### src/hw/pvc_pkg.sv
// package: constants, types and tables of the voltage code register bank
package pvc_pkg;

  // serial bus address and register indices (low three address bits)
  localparam logic [6:0] PVC_DEV_ADDR = 7'h5A;
  localparam logic [2:0] PVC_IDX_ENABLE = 3'h0;
  localparam logic [2:0] PVC_IDX_STATUS = 3'h1;
  localparam logic [2:0] PVC_IDX_BUCK = 3'h2;
  localparam logic [2:0] PVC_IDX_LIN1 = 3'h3;
  localparam logic [2:0] PVC_IDX_LIN2 = 3'h4;

  // enable register: power-on value, default-startup value, writable bits
  localparam logic [7:0] PVC_EN_POR = 8'h20;
  localparam logic [7:0] PVC_EN_STARTUP = 8'h27;
  localparam logic [7:0] PVC_EN_WMASK = 8'h37;

  // status register field positions
  localparam int PVC_ST_INT_EN = 6;
  localparam int PVC_ST_UV = 5;
  localparam int PVC_ST_THERM = 4;

  // voltage code registers after reset
  localparam logic [7:0] PVC_BUCK_RST = 8'h10;
  localparam logic [7:0] PVC_LIN1_RST = 8'h85;
  localparam logic [7:0] PVC_LIN2_RST = 8'hE8;

  // buck code-to-millivolt mapping
  localparam logic [7:0] PVC_BUCK_FINE_LAST = 8'h0F;
  localparam logic [7:0] PVC_BUCK_COARSE_FIRST = 8'h10;
  localparam logic [7:0] PVC_BUCK_MAX_CODE = 8'h1C;
  localparam logic [15:0] PVC_BUCK_FINE_BASE_MV = 16'd800;
  localparam logic [15:0] PVC_BUCK_FINE_STEP_MV = 16'd25;
  localparam logic [15:0] PVC_BUCK_COARSE_BASE_MV = 16'd1200;
  localparam logic [15:0] PVC_BUCK_COARSE_STEP_MV = 16'd50;
  localparam logic [15:0] PVC_BUCK_MAX_MV = 16'd1800;

  // linear regulator lookup: entry i gives 800 mV + i * 50 mV
  localparam logic [15:0] PVC_LIN_BASE_MV = 16'd800;
  localparam logic [15:0] PVC_LIN_STEP_MV = 16'd50;
  localparam int PVC_LIN_ENTRIES = 51;
  localparam logic [7:0] PVC_LIN_CODES [0:PVC_LIN_ENTRIES-1] = '{
    8'h00, 8'h0B, 8'h14, 8'h1D, 8'h25, 8'h2E, 8'h37, 8'h3E, 8'h45, 8'h4C,
    8'h52, 8'h57, 8'h5C, 8'h61, 8'h65, 8'h69, 8'h6D, 8'h72, 8'h79, 8'h7F,
    8'h85, 8'h8B, 8'h91, 8'h96, 8'h9A, 8'h9F, 8'hA4, 8'hA8, 8'hAC, 8'hB0,
    8'hB4, 8'hB7, 8'hBA, 8'hBD, 8'hC1, 8'hC4, 8'hC7, 8'hC9, 8'hCC, 8'hCE,
    8'hD1, 8'hD3, 8'hD6, 8'hD8, 8'hDA, 8'hDC, 8'hDE, 8'hE1, 8'hE3, 8'hE6,
    8'hE8};

  // serial clock timing: least period and its count of 50 ns cycles
  localparam int PVC_CLK_PERIOD_NS = 50;
  localparam int PVC_SCL_MIN_PERIOD_NS = 2500;
  localparam int PVC_SCL_MIN_CYCLES =
    (PVC_SCL_MIN_PERIOD_NS + PVC_CLK_PERIOD_NS - 1) / PVC_CLK_PERIOD_NS;

  // synchroniser lane positions
  localparam int PVC_IN_W = 8;
  localparam int PVC_IN_SCL = 0;
  localparam int PVC_IN_SDA = 1;
  localparam int PVC_IN_EN = 2;
  localparam int PVC_IN_UV = 3;
  localparam int PVC_IN_THERM = 4;
  localparam int PVC_IN_VALID = 5;

  // serial slave states
  typedef enum logic [3:0] {
    PVC_IDLE, PVC_ADDR, PVC_ACK_ADDR, PVC_REG, PVC_ACK_REG,
    PVC_WDATA, PVC_ACK_DATA, PVC_RDATA, PVC_RACK
  } pvc_i2c_e;

  // one register write from the serial slave
  typedef struct packed {
    logic en;
    logic [2:0] idx;
    logic [7:0] data;
  } pvc_wr_s;

endpackage

### src/hw/pvc_regs.sv
// voltage code register bank with serial slave, enable edge and fault pin
//
// Function
// - buck codes 00h-0Fh: 0.800 V plus 25 mV
// - buck codes 10h-1Ch: 1.200 V plus 50 mV
// - buck at 02h; code 1Ch gives 1.800 V
// - linear regulators at 03h, 04h, shared lookup
// - linear lookup: sparse codes, 0.8-3.3 V, 50 mV
// - startup only on enable rising edge
// - open-drain fault pin from undervoltage, thermal flags
// - fault pin asserts with flag when enabled
// - clock up to 400 kHz; data pin bidirectional
// - only three low register address bits decoded
// - write: address, register byte, data byte
// - answer bus address 1011010, read/write bit last
// - status gate bit enables fault pin output
`timescale 1ns/100ps
`default_nettype none

module pvc_regs
  import pvc_pkg::*;
(
  input wire logic clk_i,
  input wire logic rst_n_i,
  input wire logic scl_i,
  input wire logic sda_i,
  output logic sda_o,
  output logic sda_oe_o,
  input wire logic enable_pin_i,
  input wire logic input_undervoltage_flag_i,
  input wire logic thermal_shutdown_flag_i,
  input wire logic [2:0] rail_valid_i,
  output logic fault_interrupt_n_o,
  output logic fault_interrupt_oe_o,
  output logic startup_pulse_o,
  output logic [7:0] enable_ctrl_o,
  output logic [15:0] buck_mv_o,
  output logic [15:0] linear_one_mv_o,
  output logic [15:0] linear_two_mv_o
);

  ////////////////////////////////////////////////////////////////////////////
  // input synchronisers

  logic [PVC_IN_W-1:0] in_raw;
  logic [PVC_IN_W-1:0] in_meta_r;
  logic [PVC_IN_W-1:0] in_sync_r;
  logic [PVC_IN_W-1:0] in_prev_r;

  assign in_raw = {rail_valid_i, thermal_shutdown_flag_i,
                   input_undervoltage_flag_i, enable_pin_i, sda_i, scl_i};

  // two-stage sampling: 20 MHz oversamples the serial pins
  always_ff @(posedge clk_i or negedge rst_n_i) begin
    if (!rst_n_i) begin
      in_meta_r <= 8'h03;
      in_sync_r <= 8'h03;
      in_prev_r <= 8'h03;
    end else begin
      in_meta_r <= in_raw;
      in_sync_r <= in_meta_r;
      in_prev_r <= in_sync_r;
    end
  end

  logic scl;
  logic sda;
  logic scl_rise;
  logic scl_fall;
  logic bus_start;
  logic bus_stop;
  logic en_rise;

  assign scl = in_sync_r[PVC_IN_SCL];
  assign sda = in_sync_r[PVC_IN_SDA];
  assign scl_rise = scl & ~in_prev_r[PVC_IN_SCL];
  assign scl_fall = ~scl & in_prev_r[PVC_IN_SCL];
  assign bus_start = scl & in_prev_r[PVC_IN_SCL] & ~sda & in_prev_r[PVC_IN_SDA];
  assign bus_stop = scl & in_prev_r[PVC_IN_SCL] & sda & ~in_prev_r[PVC_IN_SDA];
  assign en_rise = in_sync_r[PVC_IN_EN] & ~in_prev_r[PVC_IN_EN];

  ////////////////////////////////////////////////////////////////////////////
  // register read mux

  logic [7:0] enable_r;
  logic int_en_r;
  logic uv_r;
  logic therm_r;
  logic [7:0] buck_r;
  logic [7:0] lin1_r;
  logic [7:0] lin2_r;

  function automatic logic [7:0] rd_mux(input logic [2:0] idx,
                                        input logic [7:0] st);
    case (idx)
      PVC_IDX_ENABLE: rd_mux = enable_r;
      PVC_IDX_STATUS: rd_mux = st;
      PVC_IDX_BUCK: rd_mux = buck_r;
      PVC_IDX_LIN1: rd_mux = lin1_r;
      PVC_IDX_LIN2: rd_mux = lin2_r;
      default: rd_mux = 8'h00;
    endcase
  endfunction

  logic [7:0] status_val;

  // status layout: gate, sticky flags, live rail valid bits
  always_comb begin
    status_val = 8'h00;
    status_val[PVC_ST_INT_EN] = int_en_r;
    status_val[PVC_ST_UV] = uv_r;
    status_val[PVC_ST_THERM] = therm_r;
    status_val[2:0] = in_sync_r[PVC_IN_VALID +: 3];
  end

  ////////////////////////////////////////////////////////////////////////////
  // serial slave

  pvc_i2c_e state_r, state_nxt;
  logic [3:0] cnt_r, cnt_nxt;
  logic [7:0] shreg_r, shreg_nxt;
  logic [2:0] ptr_r, ptr_nxt;
  logic oe_r, oe_nxt;
  logic sda_n_r;
  logic rw_r, rw_nxt;
  pvc_wr_s wr;

  // bit engine: start/stop first, then clock edges
  always_comb begin
    state_nxt = state_r;
    cnt_nxt = cnt_r;
    shreg_nxt = shreg_r;
    ptr_nxt = ptr_r;
    oe_nxt = oe_r;
    rw_nxt = rw_r;
    wr = '0;
    if (bus_start) begin
      state_nxt = PVC_ADDR;
      cnt_nxt = 4'h0;
      oe_nxt = 1'b0;
    end else if (bus_stop) begin
      state_nxt = PVC_IDLE;
      oe_nxt = 1'b0;
    end else if (scl_rise) begin
      case (state_r)
        PVC_ADDR, PVC_REG, PVC_WDATA: begin
          shreg_nxt = {shreg_r[6:0], sda};
          cnt_nxt = 4'(cnt_r + 4'h1);
        end
        PVC_RACK: begin
          if (sda) begin
            state_nxt = PVC_IDLE; // master ends the read
          end else begin
            ptr_nxt = 3'(ptr_r + 3'h1);
          end
        end
        default: ;
      endcase
    end else if (scl_fall) begin
      case (state_r)
        PVC_ADDR: begin
          if (cnt_r == 4'h8) begin
            // match seven-bit address, keep direction bit
            if (shreg_r[7:1] == PVC_DEV_ADDR) begin
              rw_nxt = shreg_r[0];
              oe_nxt = 1'b1;
              state_nxt = PVC_ACK_ADDR;
            end else begin
              state_nxt = PVC_IDLE;
            end
          end
        end
        PVC_REG: begin
          if (cnt_r == 4'h8) begin
            ptr_nxt = shreg_r[2:0];
            oe_nxt = 1'b1;
            state_nxt = PVC_ACK_REG;
          end
        end
        PVC_WDATA: begin
          if (cnt_r == 4'h8) begin
            // data byte lands in selected register
            wr.en = 1'b1;
            wr.idx = ptr_r;
            wr.data = shreg_r;
            ptr_nxt = 3'(ptr_r + 3'h1);
            oe_nxt = 1'b1;
            state_nxt = PVC_ACK_DATA;
          end
        end
        PVC_ACK_ADDR: begin
          cnt_nxt = 4'h0;
          if (rw_r) begin
            shreg_nxt = rd_mux(ptr_r, status_val);
            oe_nxt = ~shreg_nxt[7];
            state_nxt = PVC_RDATA;
          end else begin
            oe_nxt = 1'b0;
            state_nxt = PVC_REG;
          end
        end
        PVC_ACK_REG, PVC_ACK_DATA: begin
          cnt_nxt = 4'h0;
          oe_nxt = 1'b0;
          state_nxt = PVC_WDATA;
        end
        PVC_RDATA: begin
          // readback driven on the data pin
          if (cnt_r == 4'h7) begin
            oe_nxt = 1'b0;
            cnt_nxt = 4'h0;
            state_nxt = PVC_RACK;
          end else begin
            shreg_nxt = {shreg_r[6:0], 1'b0};
            oe_nxt = ~shreg_r[6];
            cnt_nxt = 4'(cnt_r + 4'h1);
          end
        end
        PVC_RACK: begin
          shreg_nxt = rd_mux(ptr_r, status_val);
          oe_nxt = ~shreg_nxt[7];
          state_nxt = PVC_RDATA;
        end
        default: ;
      endcase
    end
  end

  always_ff @(posedge clk_i or negedge rst_n_i) begin
    if (!rst_n_i) begin
      state_r <= PVC_IDLE;
      cnt_r <= 4'h0;
      shreg_r <= 8'h00;
      ptr_r <= 3'h0;
      oe_r <= 1'b0;
      sda_n_r <= 1'b1;
      rw_r <= 1'b0;
    end else begin
      state_r <= state_nxt;
      cnt_r <= cnt_nxt;
      shreg_r <= shreg_nxt;
      ptr_r <= ptr_nxt;
      oe_r <= oe_nxt;
      sda_n_r <= ~oe_nxt;
      rw_r <= rw_nxt;
    end
  end

  ////////////////////////////////////////////////////////////////////////////
  // register file

  logic [7:0] enable_nxt;
  logic int_en_nxt;
  logic uv_nxt;
  logic therm_nxt;
  logic [7:0] buck_nxt;
  logic [7:0] lin1_nxt;
  logic [7:0] lin2_nxt;
  logic st_wr;
  logic irq_nxt;
  logic irq_r;
  logic irq_n_r;
  logic start_r;
  logic [15:0] buck_mv_nxt;
  logic [15:0] buck_mv_r;

  // writes, echo-reset flags (set wins), enable defaults on edge
  always_comb begin
    enable_nxt = enable_r;
    int_en_nxt = int_en_r;
    buck_nxt = buck_r;
    lin1_nxt = lin1_r;
    lin2_nxt = lin2_r;
    st_wr = wr.en && (wr.idx == PVC_IDX_STATUS);
    if (wr.en) begin
      case (wr.idx)
        PVC_IDX_ENABLE: enable_nxt = wr.data & PVC_EN_WMASK;
        PVC_IDX_STATUS: int_en_nxt = wr.data[PVC_ST_INT_EN];
        PVC_IDX_BUCK: buck_nxt = wr.data;
        PVC_IDX_LIN1: lin1_nxt = wr.data;
        PVC_IDX_LIN2: lin2_nxt = wr.data;
        default: ;
      endcase
    end
    if (en_rise) begin
      enable_nxt = PVC_EN_STARTUP;
    end
    uv_nxt = in_sync_r[PVC_IN_UV] |
             (uv_r & ~(st_wr & wr.data[PVC_ST_UV]));
    therm_nxt = in_sync_r[PVC_IN_THERM] |
                (therm_r & ~(st_wr & wr.data[PVC_ST_THERM]));
    // pin follows the flag's next value
    irq_nxt = int_en_nxt & (uv_nxt | therm_nxt);
    // codes above the table clamp to the top
    if (buck_r <= PVC_BUCK_FINE_LAST) begin
      buck_mv_nxt = 16'(PVC_BUCK_FINE_BASE_MV +
                        PVC_BUCK_FINE_STEP_MV * {8'h00, buck_r});
    end else if (buck_r <= PVC_BUCK_MAX_CODE) begin
      buck_mv_nxt = 16'(PVC_BUCK_COARSE_BASE_MV + PVC_BUCK_COARSE_STEP_MV *
                        {8'h00, 8'(buck_r - PVC_BUCK_COARSE_FIRST)});
    end else begin
      buck_mv_nxt = PVC_BUCK_MAX_MV;
    end
  end

  always_ff @(posedge clk_i or negedge rst_n_i) begin
    if (!rst_n_i) begin
      enable_r <= PVC_EN_POR;
      int_en_r <= 1'b0;
      uv_r <= 1'b0;
      therm_r <= 1'b0;
      buck_r <= PVC_BUCK_RST;
      lin1_r <= PVC_LIN1_RST;
      lin2_r <= PVC_LIN2_RST;
      irq_r <= 1'b0;
      irq_n_r <= 1'b1;
      start_r <= 1'b0;
      buck_mv_r <= PVC_BUCK_COARSE_BASE_MV;
    end else begin
      enable_r <= enable_nxt;
      int_en_r <= int_en_nxt;
      uv_r <= uv_nxt;
      therm_r <= therm_nxt;
      buck_r <= buck_nxt;
      lin1_r <= lin1_nxt;
      lin2_r <= lin2_nxt;
      irq_r <= irq_nxt;
      irq_n_r <= ~irq_nxt;
      start_r <= en_rise;
      buck_mv_r <= buck_mv_nxt;
    end
  end

  ////////////////////////////////////////////////////////////////////////////
  // linear regulator lookups and outputs

  // shared sparse-code lookup, one per regulator
  pvc_lin_lut u_lut_one (
    .clk_i(clk_i),
    .rst_n_i(rst_n_i),
    .code_i(lin1_r),
    .mv_o(linear_one_mv_o)
  );

  pvc_lin_lut u_lut_two (
    .clk_i(clk_i),
    .rst_n_i(rst_n_i),
    .code_i(lin2_r),
    .mv_o(linear_two_mv_o)
  );

  // pin values registered apart from their enables, no gate on the path
  assign sda_o = sda_n_r;
  assign sda_oe_o = oe_r;
  assign fault_interrupt_n_o = irq_n_r;
  assign fault_interrupt_oe_o = irq_r;
  assign startup_pulse_o = start_r;
  assign enable_ctrl_o = enable_r;
  assign buck_mv_o = buck_mv_r;

endmodule

`default_nettype wire

### src/hw/pvc_lin_lut.sv
// linear regulator code-to-millivolt lookup with registered result
`timescale 1ns/100ps
`default_nettype none

module pvc_lin_lut
  import pvc_pkg::*;
(
  input wire logic clk_i,
  input wire logic rst_n_i,
  input wire logic [7:0] code_i,
  output logic [15:0] mv_o
);

  logic [15:0] mv_r;
  logic [15:0] mv_nxt;
  logic [5:0] idx;

  // largest table entry not above the code selects the step
  always_comb begin
    idx = 6'h00;
    for (int i = 0; i < PVC_LIN_ENTRIES; i++) begin
      if (code_i >= PVC_LIN_CODES[i]) begin
        idx = 6'(i);
      end
    end
    mv_nxt = 16'(PVC_LIN_BASE_MV + PVC_LIN_STEP_MV * {10'h000, idx});
  end

  // register the target
  always_ff @(posedge clk_i or negedge rst_n_i) begin
    if (!rst_n_i) begin
      mv_r <= PVC_LIN_BASE_MV;
    end else begin
      mv_r <= mv_nxt;
    end
  end

  assign mv_o = mv_r;

endmodule

`default_nettype wire

### config.mk
export PLATFORM = sky130hd
export DESIGN_NAME = pvc_regs
export DESIGN_NICKNAME = d
export VERILOG_FILES = /design/src/hw/pvc_pkg.sv /design/src/hw/pvc_regs.sv /design/src/hw/pvc_lin_lut.sv
export SDC_FILE = /design/constraint.sdc
export NUM_CORES = 1
export LEC_CHECK = 0
export BUFFER_PORTS_ARGS = -buffer_cell sky130_fd_sc_hd__buf_2
export CAP_MARGIN = 30
export CORE_MARGIN = 5
export CORE_UTILIZATION = 25
export CTS_CLUSTER_DIAMETER = 100
export DETAILED_ROUTE_END_ITERATION = 10
export SETUP_SLACK_MARGIN = 0.05
export SYNTH_ARGS = -nofsm -noshare
export SYNTH_HDL_FRONTEND = slang
export SYNTH_SLANG_ARGS = --single-unit
### constraint.sdc
create_clock -name clk_i -period 5.1 [get_ports clk_i]
set_clock_uncertainty 0.1 [all_clocks]
set_input_delay 0.255 -clock clk_i [delete_from_list [all_inputs] [get_ports clk_i]]
set_output_delay 0.255 -clock clk_i [all_outputs]
set_load 0.03 [all_outputs]
# --- After elaboration in Yosys (flattened, before gate mapping) ---
# Index checks and enable logic that the tools add are counted.
totals:
  reg_bits: 127
  in_bits: 10
  elab_cells: 394
classes:
  addsub: 7
  multipliers: 4
  magnitude_cmp: 102
  eq_ne: 34
  mux: 168
  n_bitwise: 31
  reduce_logical: 25
ops:
  columns: ["cell", "count"]
  rows:
  - ["$mux 6", 98]
  - ["$ge 8x8->1 const B", 62]
  - ["$ge 8x7->1 const B", 24]
  - ["$mux 8", 19]
  - ["$mux 12", 6]
  - ["$ge 8x6->1 const B", 8]
  - ["$mux 4", 16]
  - ["$pmux 8 s5", 1]
  - ["$ge 8x5->1 const B", 4]
  - ["$mux 15", 2]
  - ["$pmux 4 s7", 1]
  - ["$add 10x12->13 const A", 2]
  - ["$mul 5x8->13 const A", 2]
  - ["$pmux 8 s3", 1]
  - ["$mul 5x6->11 const A", 2]
  - ["$mux 3", 7]
  - ["$eq 4x3->1 const B", 5]
  - ["$ne 5x5->1 const B", 4]
  - ["$ge 8x4->1 const B", 2]
  - ["$reduce_and 8->1", 2]
  - ["$add 11x14->15 const A", 1]
  - ["$not 1->1", 15]
  - ["$add 10x13->14 const A", 1]
  - ["$reduce_and 7->1", 2]
  - ["35 further kinds", 84]

# --- Logic depth before layout (Yosys ltp) ---
# Gate-level depths: netlist of run 1.
logic_depth:
  depth_word: 53
  depth_mapped: 21

# --- Modules after synthesis ---
# Synthesis of run 1 repeated with hierarchy kept, for this count alone.
hier_totals:
  cells_unflattened: 1061
  hier_area_um2: 9492.9
by_module_without_submodules:
  columns: ["mod", "instances", "cells_each", "area_per_inst_um2", "seq_area_each_um2"]
  rows:
  - ["pvc_regs", 1, 574, 5843.1, 2303.5]
  - ["pvc_lin_lut (u_lut_two)", 1, 253, 1901.8, 304.0]
  - ["pvc_lin_lut (u_lut_one)", 1, 234, 1747.9, 304.0]

# --- Least setup slack after synthesis of run 1 ---
# Ideal clock, no wire load.
synth_path:
  path_kind: "reg-to-reg"
  startpoint: "register lin1_r[2]"
  endpoint: "register u_lut_one.mv_r[12], in the netlist u_lut_one.mv_o[12]"
  setup_ns: 0.120
  arrival_time_ns: 4.335
  required_time_ns: 4.880
  setup_slack_ns: 0.545
  path_stages_with_launch: 18
  path_cell_list: "dfstp_2 -> clkbuf_1 -> nor3_1 -> or4b_2 -> nor2_1 -> a211oi_1 -> o311ai_0 -> ha_1 -> ha_1 -> ha_1 -> inv_1 -> fa_1 -> inv_1 -> a21oi_1 -> o21bai_1 -> xor2_1 -> nor3_1 -> and3b_1"
synth_rtl:
  columns: ["item", "line_no", "source"]
  rows:
  - ["from (decl)", "pvc_regs.sv:90", "logic [7:0] lin1_r;"]
  - ["from (signal assigned)", "pvc_regs.sv:325", "lin1_r <= lin1_nxt;"]
  - ["$ge 8x5->1", "pvc_lin_lut.sv:22", "if (code_i >= PVC_LIN_CODES[i]) begin"]
  - ["$mux 6 (48 in a row)", "pvc_lin_lut.sv:22", null]
  - ["$mux 6 *", "pvc_lin_lut.sv:22", null]
  - ["named net u_lut_one.idx[1]", "pvc_lin_lut.sv:16", "logic [5:0] idx;"]
  - ["$mul 5x6->11 *", "pvc_lin_lut.sv:26", "mv_nxt = 16'(PVC_LIN_BASE_MV + PVC_LIN_STEP_MV * {10'h000, idx});"]
  - ["$add 10x12->13 *", "pvc_lin_lut.sv:26", null]
  - ["named net u_lut_one.mv_nxt[12]", "pvc_lin_lut.sv:15", "logic [15:0] mv_nxt;"]
  - ["to (signal assigned)", "pvc_lin_lut.sv:34", "mv_r <= mv_nxt;"]
  - ["to (decl)", "pvc_lin_lut.sv:14", "logic [15:0] mv_r;"]
# The timed path passes the listed nets; every way through them passes the cells marked *.
# A chain may end at the register's enable or synchronous reset.

# --- Final worst setup path of run 1 ---
# Same ends and word-level chain as after synthesis.

==> impl_metrics.csv, run 1 <==
group,metric,value,unit
clocking,cts_sinks,115,
detailed_routing,ant_nets,0,
clocking,htreeDepth,4,
logic_synthesis,avgSynthCellArea,8.88,µm²
floorplanning,core_area,0.0367,mm²
logic_synthesis,ys_types,81,
sta,rsz0062_at_grt,"false",
finish,layout-drive-gt1-share,15.9,%
setup_path,crit_fanout,20,
logic_synthesis,synth_top_family_by_area,"compound AO/OA/AOI/OAI gates",
detailed_routing,dr.pass1.iters,6,
global_routing,grt_max_degree,57,
setup_path,worstReg2RegStart,"lin1_r[2]",
setup_path,crit_chain,"nor3_1, or4b_2, nor2_1, a211oi_1, o311ai_1, ha_1, ha_1, ha_1, inv_1, fa_1, inv_1, a21oi_1, o21bai_1, xor2_1, nor3_1, and3b_1",
sta,fmax,0.208,GHz
logic_synthesis,synth_edf_count,0,
logic_synthesis,yosys.area_share.adder,17.5,%
finish,diodes,0,
status,status,"finished, final reports clean",
sta,min_period,4800,ps
logic_synthesis,yosysTopAreaCellShare,23.6,%
setup_path,path_class,"flip-flop to flip-flop",
logic_synthesis,synthSimpleGateAreaFrac,15.3,%
finish,mostFrequentLayoutCells,"116 x ha_1, 93 x nand2_1, 88 x dfrtp_1",
global_routing,antenna_found_initial,0,
logic_synthesis,synth-compound-area-share,20.7,%
power_and_ir_drop,power_density,209,mW/mm²
global_routing,grt_overflow,0,
power_and_ir_drop,leakagePower,5.09,nW
clocking,cts_tree,"yes",
detailed_routing,wirelength,22.6,mm
hold_path,hold_start,"in_meta_r[7]",
setup_path,crit_slowest_cell,"dfstp_4",
finish,final_common_cell,"ha_1",
sta,hold-worst-slack,245,ps
detailed_routing,vias_per_cell,4.91,
placed_design,globalplace.congestion,0.861,
setup_path,cp-startpoint,"lin1_r[2]",
setup_path,cp.arrival,5010,ps
sta,tightestPinTransition,775,ps
sta,timing.slew.headroom,48.3,%
floorplanning,row_count,70,
clocking,clk_pin_slew,50,ps
power_and_ir_drop,vdd_drop_max,227,µV
clocking,cts-root-buf,"clkbuf_16",
sta,finalSetupTns,0,ps
floorplanning,die_area,0.0412,mm²
clocking,cts-buffers-inserted,17,
finish,final_util,29.1,%
logic_synthesis,yosys-top-cells-area,"dfrtp_1 24%, ha_1 16%, dfstp_2 7.6%",
finish,area_delta_synth_final,14.8,%
clocking,cts_buffer_depth,2,
setup_path,worstPathRequired,5310,ps
sta,finalHoldViolations,0,
placed_design,placed_area,0.0100,mm²
logic_synthesis,synth_cells,1049,
logic_synthesis,yosys.area.top_type,"dfrtp_1",
sta,maxSlewViolCount,0,
clocking,cts_post_setup_buffers_inserted,0,
logic_synthesis,synthMuxAreaShare,4.12,%
logic_synthesis,synth-xor-area-share,4.51,%
logic_synthesis,synthesis.area,0.00931,mm²
sta,fin_crit_sh,94.1,%
floorplanning,die_h,203,µm
hold_path,hold_path.class,"flip-flop to flip-flop",
logic_synthesis,synth_seq_area_share,31.3,%
setup_path,startpoint_type,"flip-flop",
power_and_ir_drop,p_total,2.24,mW
detailed_routing,drc_errors,0,
setup_path,path_common_cell,"ha_1",
clocking,clk_latency,420,ps
logic_synthesis,synth_warnings,0,
logic_synthesis,ys_ff_latch,115,
logic_synthesis,synth_ff_type,"dfrtp_1",
floorplanning,pin_count,71,
detailed_routing,drtIter0Drc,546,
floorplanning,start_util,25.4,%
placed_design,io_buffers,58,
placed_design,place_hpwl,16.7,mm
setup_path,critPathMaxStageDelay,720,ps
detailed_routing,wire_per_inst,14.3,µm
run,drv_cap,0,
global_routing,track_usage,11.0,%
logic_synthesis,async_reset_ff_share,100,%
setup_path,critPathCaptureType,"flip-flop",
finish,stdcell_area,0.0107,mm²
global_routing,grt_first_pass_wirelength,38.1,mm
finish,final_nets,1226,
global_routing,grt_pass1_vias,7612,
floorplanning,die_x,203,µm
detailed_routing,via_count,7722,
sta,finalSetupViolCount,0,
## what timing repair did
action / in CTS / in global routing
endpoints found under the hold margin: 36 / 0
gates resized for setup: 0 / 5
endpoints found under the setup margin: 0 / 3
hold buffers: 9 / 0
## logic make-up after synthesis
| family | after synthesis |
|---|---|
| adders and majority gates | 125 |
| muxes | 35 |
| DFF | 115 |
| and+or+nand+nor | 288 |
| AOI/OAI and AO/OA | 291 |
| xor gates and xnor gates | 48 |
| buffers and inverters | 146 |
| other | 1 |
## power breakdown
group | internal [mW] | switching [mW]
combinational | 0.0339 | 0.0640
sequential | 0.939 | 0.0402
clock | 0.743 | 0.417
total | 1.72 | 0.522
## metrics by stage
step,worst slack [ps],std cells
after floorplan,545,1060
after global placement,239,1531
after detailed placement,99.3,1531
after CTS,90.0,1572
after global routing,80.2,1572
final,302,1572
## metal layers
metal	vias to the layer above	global-route usage, %	wire length (µm)
met1	3699	13.8	9930
li1	3824	-	-
met4	0	4.03	480
met2	161	19.3	11400
met3	38	1.53	729
met5	-	0	0
## cell usage after synthesis (22+ instances only)
cell type	count
mux2_2	26
clkbuf_1	45
xnor2_1	22
dfrtp_1	88
ha_1	116
o21ai_0	72
xor2_1	26
nor3_1	25
nor2_1	70
dfstp_2	27
nand2_1	93
inv_1	73
a21oi_1	68
## final timing paths
| path | to | slack [ps] | depth (start not counted) |
|---|---|---|---|
| min reg2reg | in_sync_r[7] | 240 | 0 |
| max in group asynchronous | in_meta_r[7] | 3540 | 3 |
| max | u_lut_one.mv_o[12] | 300 | 16 |
| min | in_sync_r[7] | 240 | 0 |
| max reg2reg | u_lut_one.mv_o[12] | 300 | 16 |
| min in group asynchronous | u_lut_two.mv_o[12] | 250 | 2 |
## cell type report
cell class	count	area [µm²]
clock inverter	5	77.6
sequential	115	2920
multi-input combinational	799	5830
clock buffer	27	483
fill	3830	26000
timing repair buffer	85	518
tap	468	586
inverter	73	274
## worst max-delay path: cells and delay by family, from the launching register on
kind	cells	cell delay, ps
buffers and inverters	2	130
and+or+nand+nor	5	1410
AOI/OAI and AO/OA	4	810
adders and majority gates	4	1370
DFF	1	720
xor gates and xnor gates	1	140
## state kept, by name, summed over array words and instances (netlist names), 3 cells and up
signal          cells
in_meta_r           8
shreg_r             8
ptr_r               3
cnt_r               4
buck_mv_o          15
in_sync_r           8
u_lut_one.mv_o     12
state_r             4
u_lut_two.mv_o     12
lin2_r              8
lin1_r              8
enable_ctrl_o       5
in_prev_r           3
buck_r              8
No activity file was read; power rests on OpenSTA's default activity.
==> run 2, diff against run 1 <==
Settings changed: ABC_AREA set to 1, CELL_PAD_IN_SITES_DETAIL_PLACEMENT set to 0, CELL_PAD_IN_SITES_GLOBAL_PLACEMENT set to 1, GPL_TIMING_DRIVEN set to 0, PLACE_DENSITY_LB_ADDON set to 0.1.
==> run 2 against run 1 <==
- the run now ends with setup timing left
- worst hold slack worse by 70 ps
- worst setup slack worse by 810 ps
- register-to-register slack worse by 810 ps
- total power up 17%
- area after synthesis down 3.1%
- cell area up 8.1%
- die area down 3.0%
- clock power about the same
- core utilization up 3.3 points
- cell count up 15%
- critical path type unchanged
- largest cell class unchanged
==> impl_metrics.csv, run 2 <==
group,metric,value,unit
finish,fillers,3883,
logic_synthesis,synth_warnings,0,
finish,diodes,0,
detailed_routing,drtIter0Drc,319,
clocking,cts-buffers-inserted,17,
global_routing,antenna_found_initial,0,
status,violations,"setup timing",
setup_path,cp_num_buf_inv,1,
detailed_routing,vias_per_cell,4.49,
sta,maxSlewViolCount,0,
sta,tightestPinTransition,803,ps
floorplanning,core_area,0.0356,mm²
global_routing,grt_first_pass_wirelength,44.2,mm
sta,min_period,5600,ps
clocking,clk_pin_slew,60,ps
placed_design,io_buffers,58,
setup_path,critPathCaptureType,"flip-flop",
power_and_ir_drop,leakagePower,6.07,nW
logic_synthesis,ys_types,53,
clocking,cts-root-buf,"clkbuf_16",
logic_synthesis,synth_ff_type,"dfrtp_1",
sta,finalSetupViolCount,14,
logic_synthesis,yosys.area.top_type,"dfrtp_1",
finish,largest_reg_flops,15,
sta,fin_crit_sh,110,%
placed_design,post-place-cells,1716,
finish,final_nets,1467,
logic_synthesis,yosysTopAreaCellShare,24.4,%
detailed_routing,drc_errors,0,
floorplanning,die_area,0.0400,mm²
status,status,"complete, but fails checks",
setup_path,path_common_cell,"nand2_1",
finish,multi_input_area,0.00578,mm²
sta,timing.slew.headroom,46.1,%
clocking,cts_buffer_depth,2,
sta,rsz0062_at_grt,"true",
setup_path,worstPathRequired,5310,ps
finish,register_area,0.00292,mm²
clocking,cts_sinks,115,
sta,fmax,0.178,GHz
setup_path,rr_worst_depth,61,
power_and_ir_drop,vdd_drop_max,244,µV
power_and_ir_drop,power_density,226,mW/mm²
setup_path,worstReg2RegStart,"lin2_r[3]",
clocking,htreeDepth,4,
setup_path,crit_fanout,6,
floorplanning,die_x,200,µm
setup_path,critPathTopFamily,"simple AND/OR/NAND/NOR gates",
global_routing,grt_pass1_vias,8420,
logic_synthesis,netlist_top_cells_count,"261 x nand2_1, 183 x inv_1, 116 x ha_1",
floorplanning,start_util,25.4,%
logic_synthesis,ys_ff_latch,115,
logic_synthesis,synth_edf_count,0,
sta,finalHoldViolations,0,
logic_synthesis,synthesis.area,0.00902,mm²
clocking,cts_tree,"yes",
setup_path,path_class,"flip-flop to flip-flop",
setup_path,ff2ff_setup_slack,-500,ps
logic_synthesis,synth_seq_area_share,32.3,%
logic_synthesis,async_reset_ff_share,100,%
logic_synthesis,yosys-top-cells-area,"dfrtp_1 24%, ha_1 16%, nand2_1 11%",
finish,layout-drive-gt1-share,22.0,%
detailed_routing,dr.pass1.iters,5,
setup_path,crit_slowest_cell,"dfstp_2",
finish,area_delta_synth_final,28.0,%
clocking,clk_latency,430,ps
placed_design,place_hpwl,20.7,mm
logic_synthesis,avgSynthCellArea,7.62,µm²
run,drv_cap,0,
logic_synthesis,synth_most_common_cell,"nand2_1",
detailed_routing,ant_nets,0,
logic_synthesis,synth_cells,1183,
detailed_routing,wire_per_inst,14.8,µm
hold_path,hold_path.class,"primary input to asynchronous set/reset pin",
floorplanning,pin_count,71,
finish,mostFrequentLayoutCells,"252 x nand2_1, 173 x inv_1, 99 x ha_1",
setup_path,reg2reg_to,"u_lut_two.mv_o[11]",
placed_design,globalplace.congestion,0.834,
floorplanning,die_h,200,µm
setup_path,cp.arrival,5810,ps
setup_path,startpoint_type,"flip-flop",
placed_design,pre_cts_ws,-849,ps
global_routing,grt_overflow,0,
sta,finalSetupTns,-4140,ps
sta,worst_slack,-503,ps
setup_path,critPathMaxStageDelay,590,ps
finish,final_common_cell,"nand2_1",
finish,fin_cells,1806,
floorplanning,row_count,69,
detailed_routing,via_count,8104,
detailed_routing,wirelength,26.8,mm
global_routing,track_usage,13.9,%
global_routing,grt_max_degree,86,
run 2: how the worst max path moves through the flow:
stage	start	to	slack, ps	depth (start not counted)
after floorplan	lin1_r[2]	u_lut_one.mv_o[11]	-40	62
after global placement	lin1_r[3]	u_lut_one.mv_o[11]	-920	61
after detailed placement	lin2_r[3]	u_lut_two.mv_o[11]	-850	58
after CTS	lin1_r[0]	u_lut_one.mv_o[11]	-470	60
after global routing	lin1_r[6]	u_lut_one.mv_o[10]	-1250	62
final	lin2_r[3]	u_lut_two.mv_o[11]	-500	61
run 2: logic make-up (layout without fill, tap and decap cells):
| kind of cell | after synthesis | count (layout) | synth area share [%] |
|---|---|---|---|
| buffers and inverters | 216 | 367 | 9.70 |
| xor gates and xnor gates | 40 | 40 | 3.88 |
| DFF | 115 | 115 | 32.3 |
| AOI/OAI and AO/OA | 268 | 268 | 17.1 |
| and+or+nand+nor | 418 | 418 | 18.9 |
| adders and majority gates | 125 | 125 | 18.1 |
| other | 1 | 12 | 0.0416 |
run 2: layer usage:
layer | global-route usage, % | routed length [µm]
met1 | 18.4 | 12800
met2 | 23.5 | 12900
met3 | 2.69 | 808
met4 | 3.57 | 316
met5 | 0 | 0
run 2: timing repair:
| action | CTS | global route |
|---|---|---|
| endpoints found under the hold margin | 38 | 0 |
| pin swaps | 33 | 13 |
| setup endpoints to repair | 14 | 16 |
| hold buffers | 9 | 0 |
| buffers inserted | 42 | 7 |
| resized for setup | 58 | 11 |
run 2: layout make-up:
class	count	area share [%]
multi-input combinational	863	50.1
sequential	115	25.3
timing repair buffer	119	7.01
inverter	193	6.36
tap	461	5.00
clock buffer	17	3.68
buffer	23	1.35
clock inverter	15	1.28
run 2: where the power goes:
| part | internal [mW] | total, mW | switching (mW) |
|---|---|---|---|
| registers | 0.970 | 1.03 | 0.0593 |
| clock network | 0.683 | 1.19 | 0.508 |
| logic | 0.114 | 0.387 | 0.273 |
| total | 1.77 | 2.61 | 0.840 |
run 2: through the flow:
stage | total power, mW | cell area, µm² | util, % | hold WS (ps)
6_report | 2.61 | 11500 | 32.5 | 175
2_1_floorplan | 1.27 | 9300 | - | -141
3_3_place_gp | 1.43 | 10200 | 28.6 | 234
5_1_grt | 2.75 | 11500 | 32.5 | 193
3_5_place_dp | 1.43 | 10200 | 28.7 | 82.4
4_1_cts | 2.66 | 11400 | 32.2 | 173
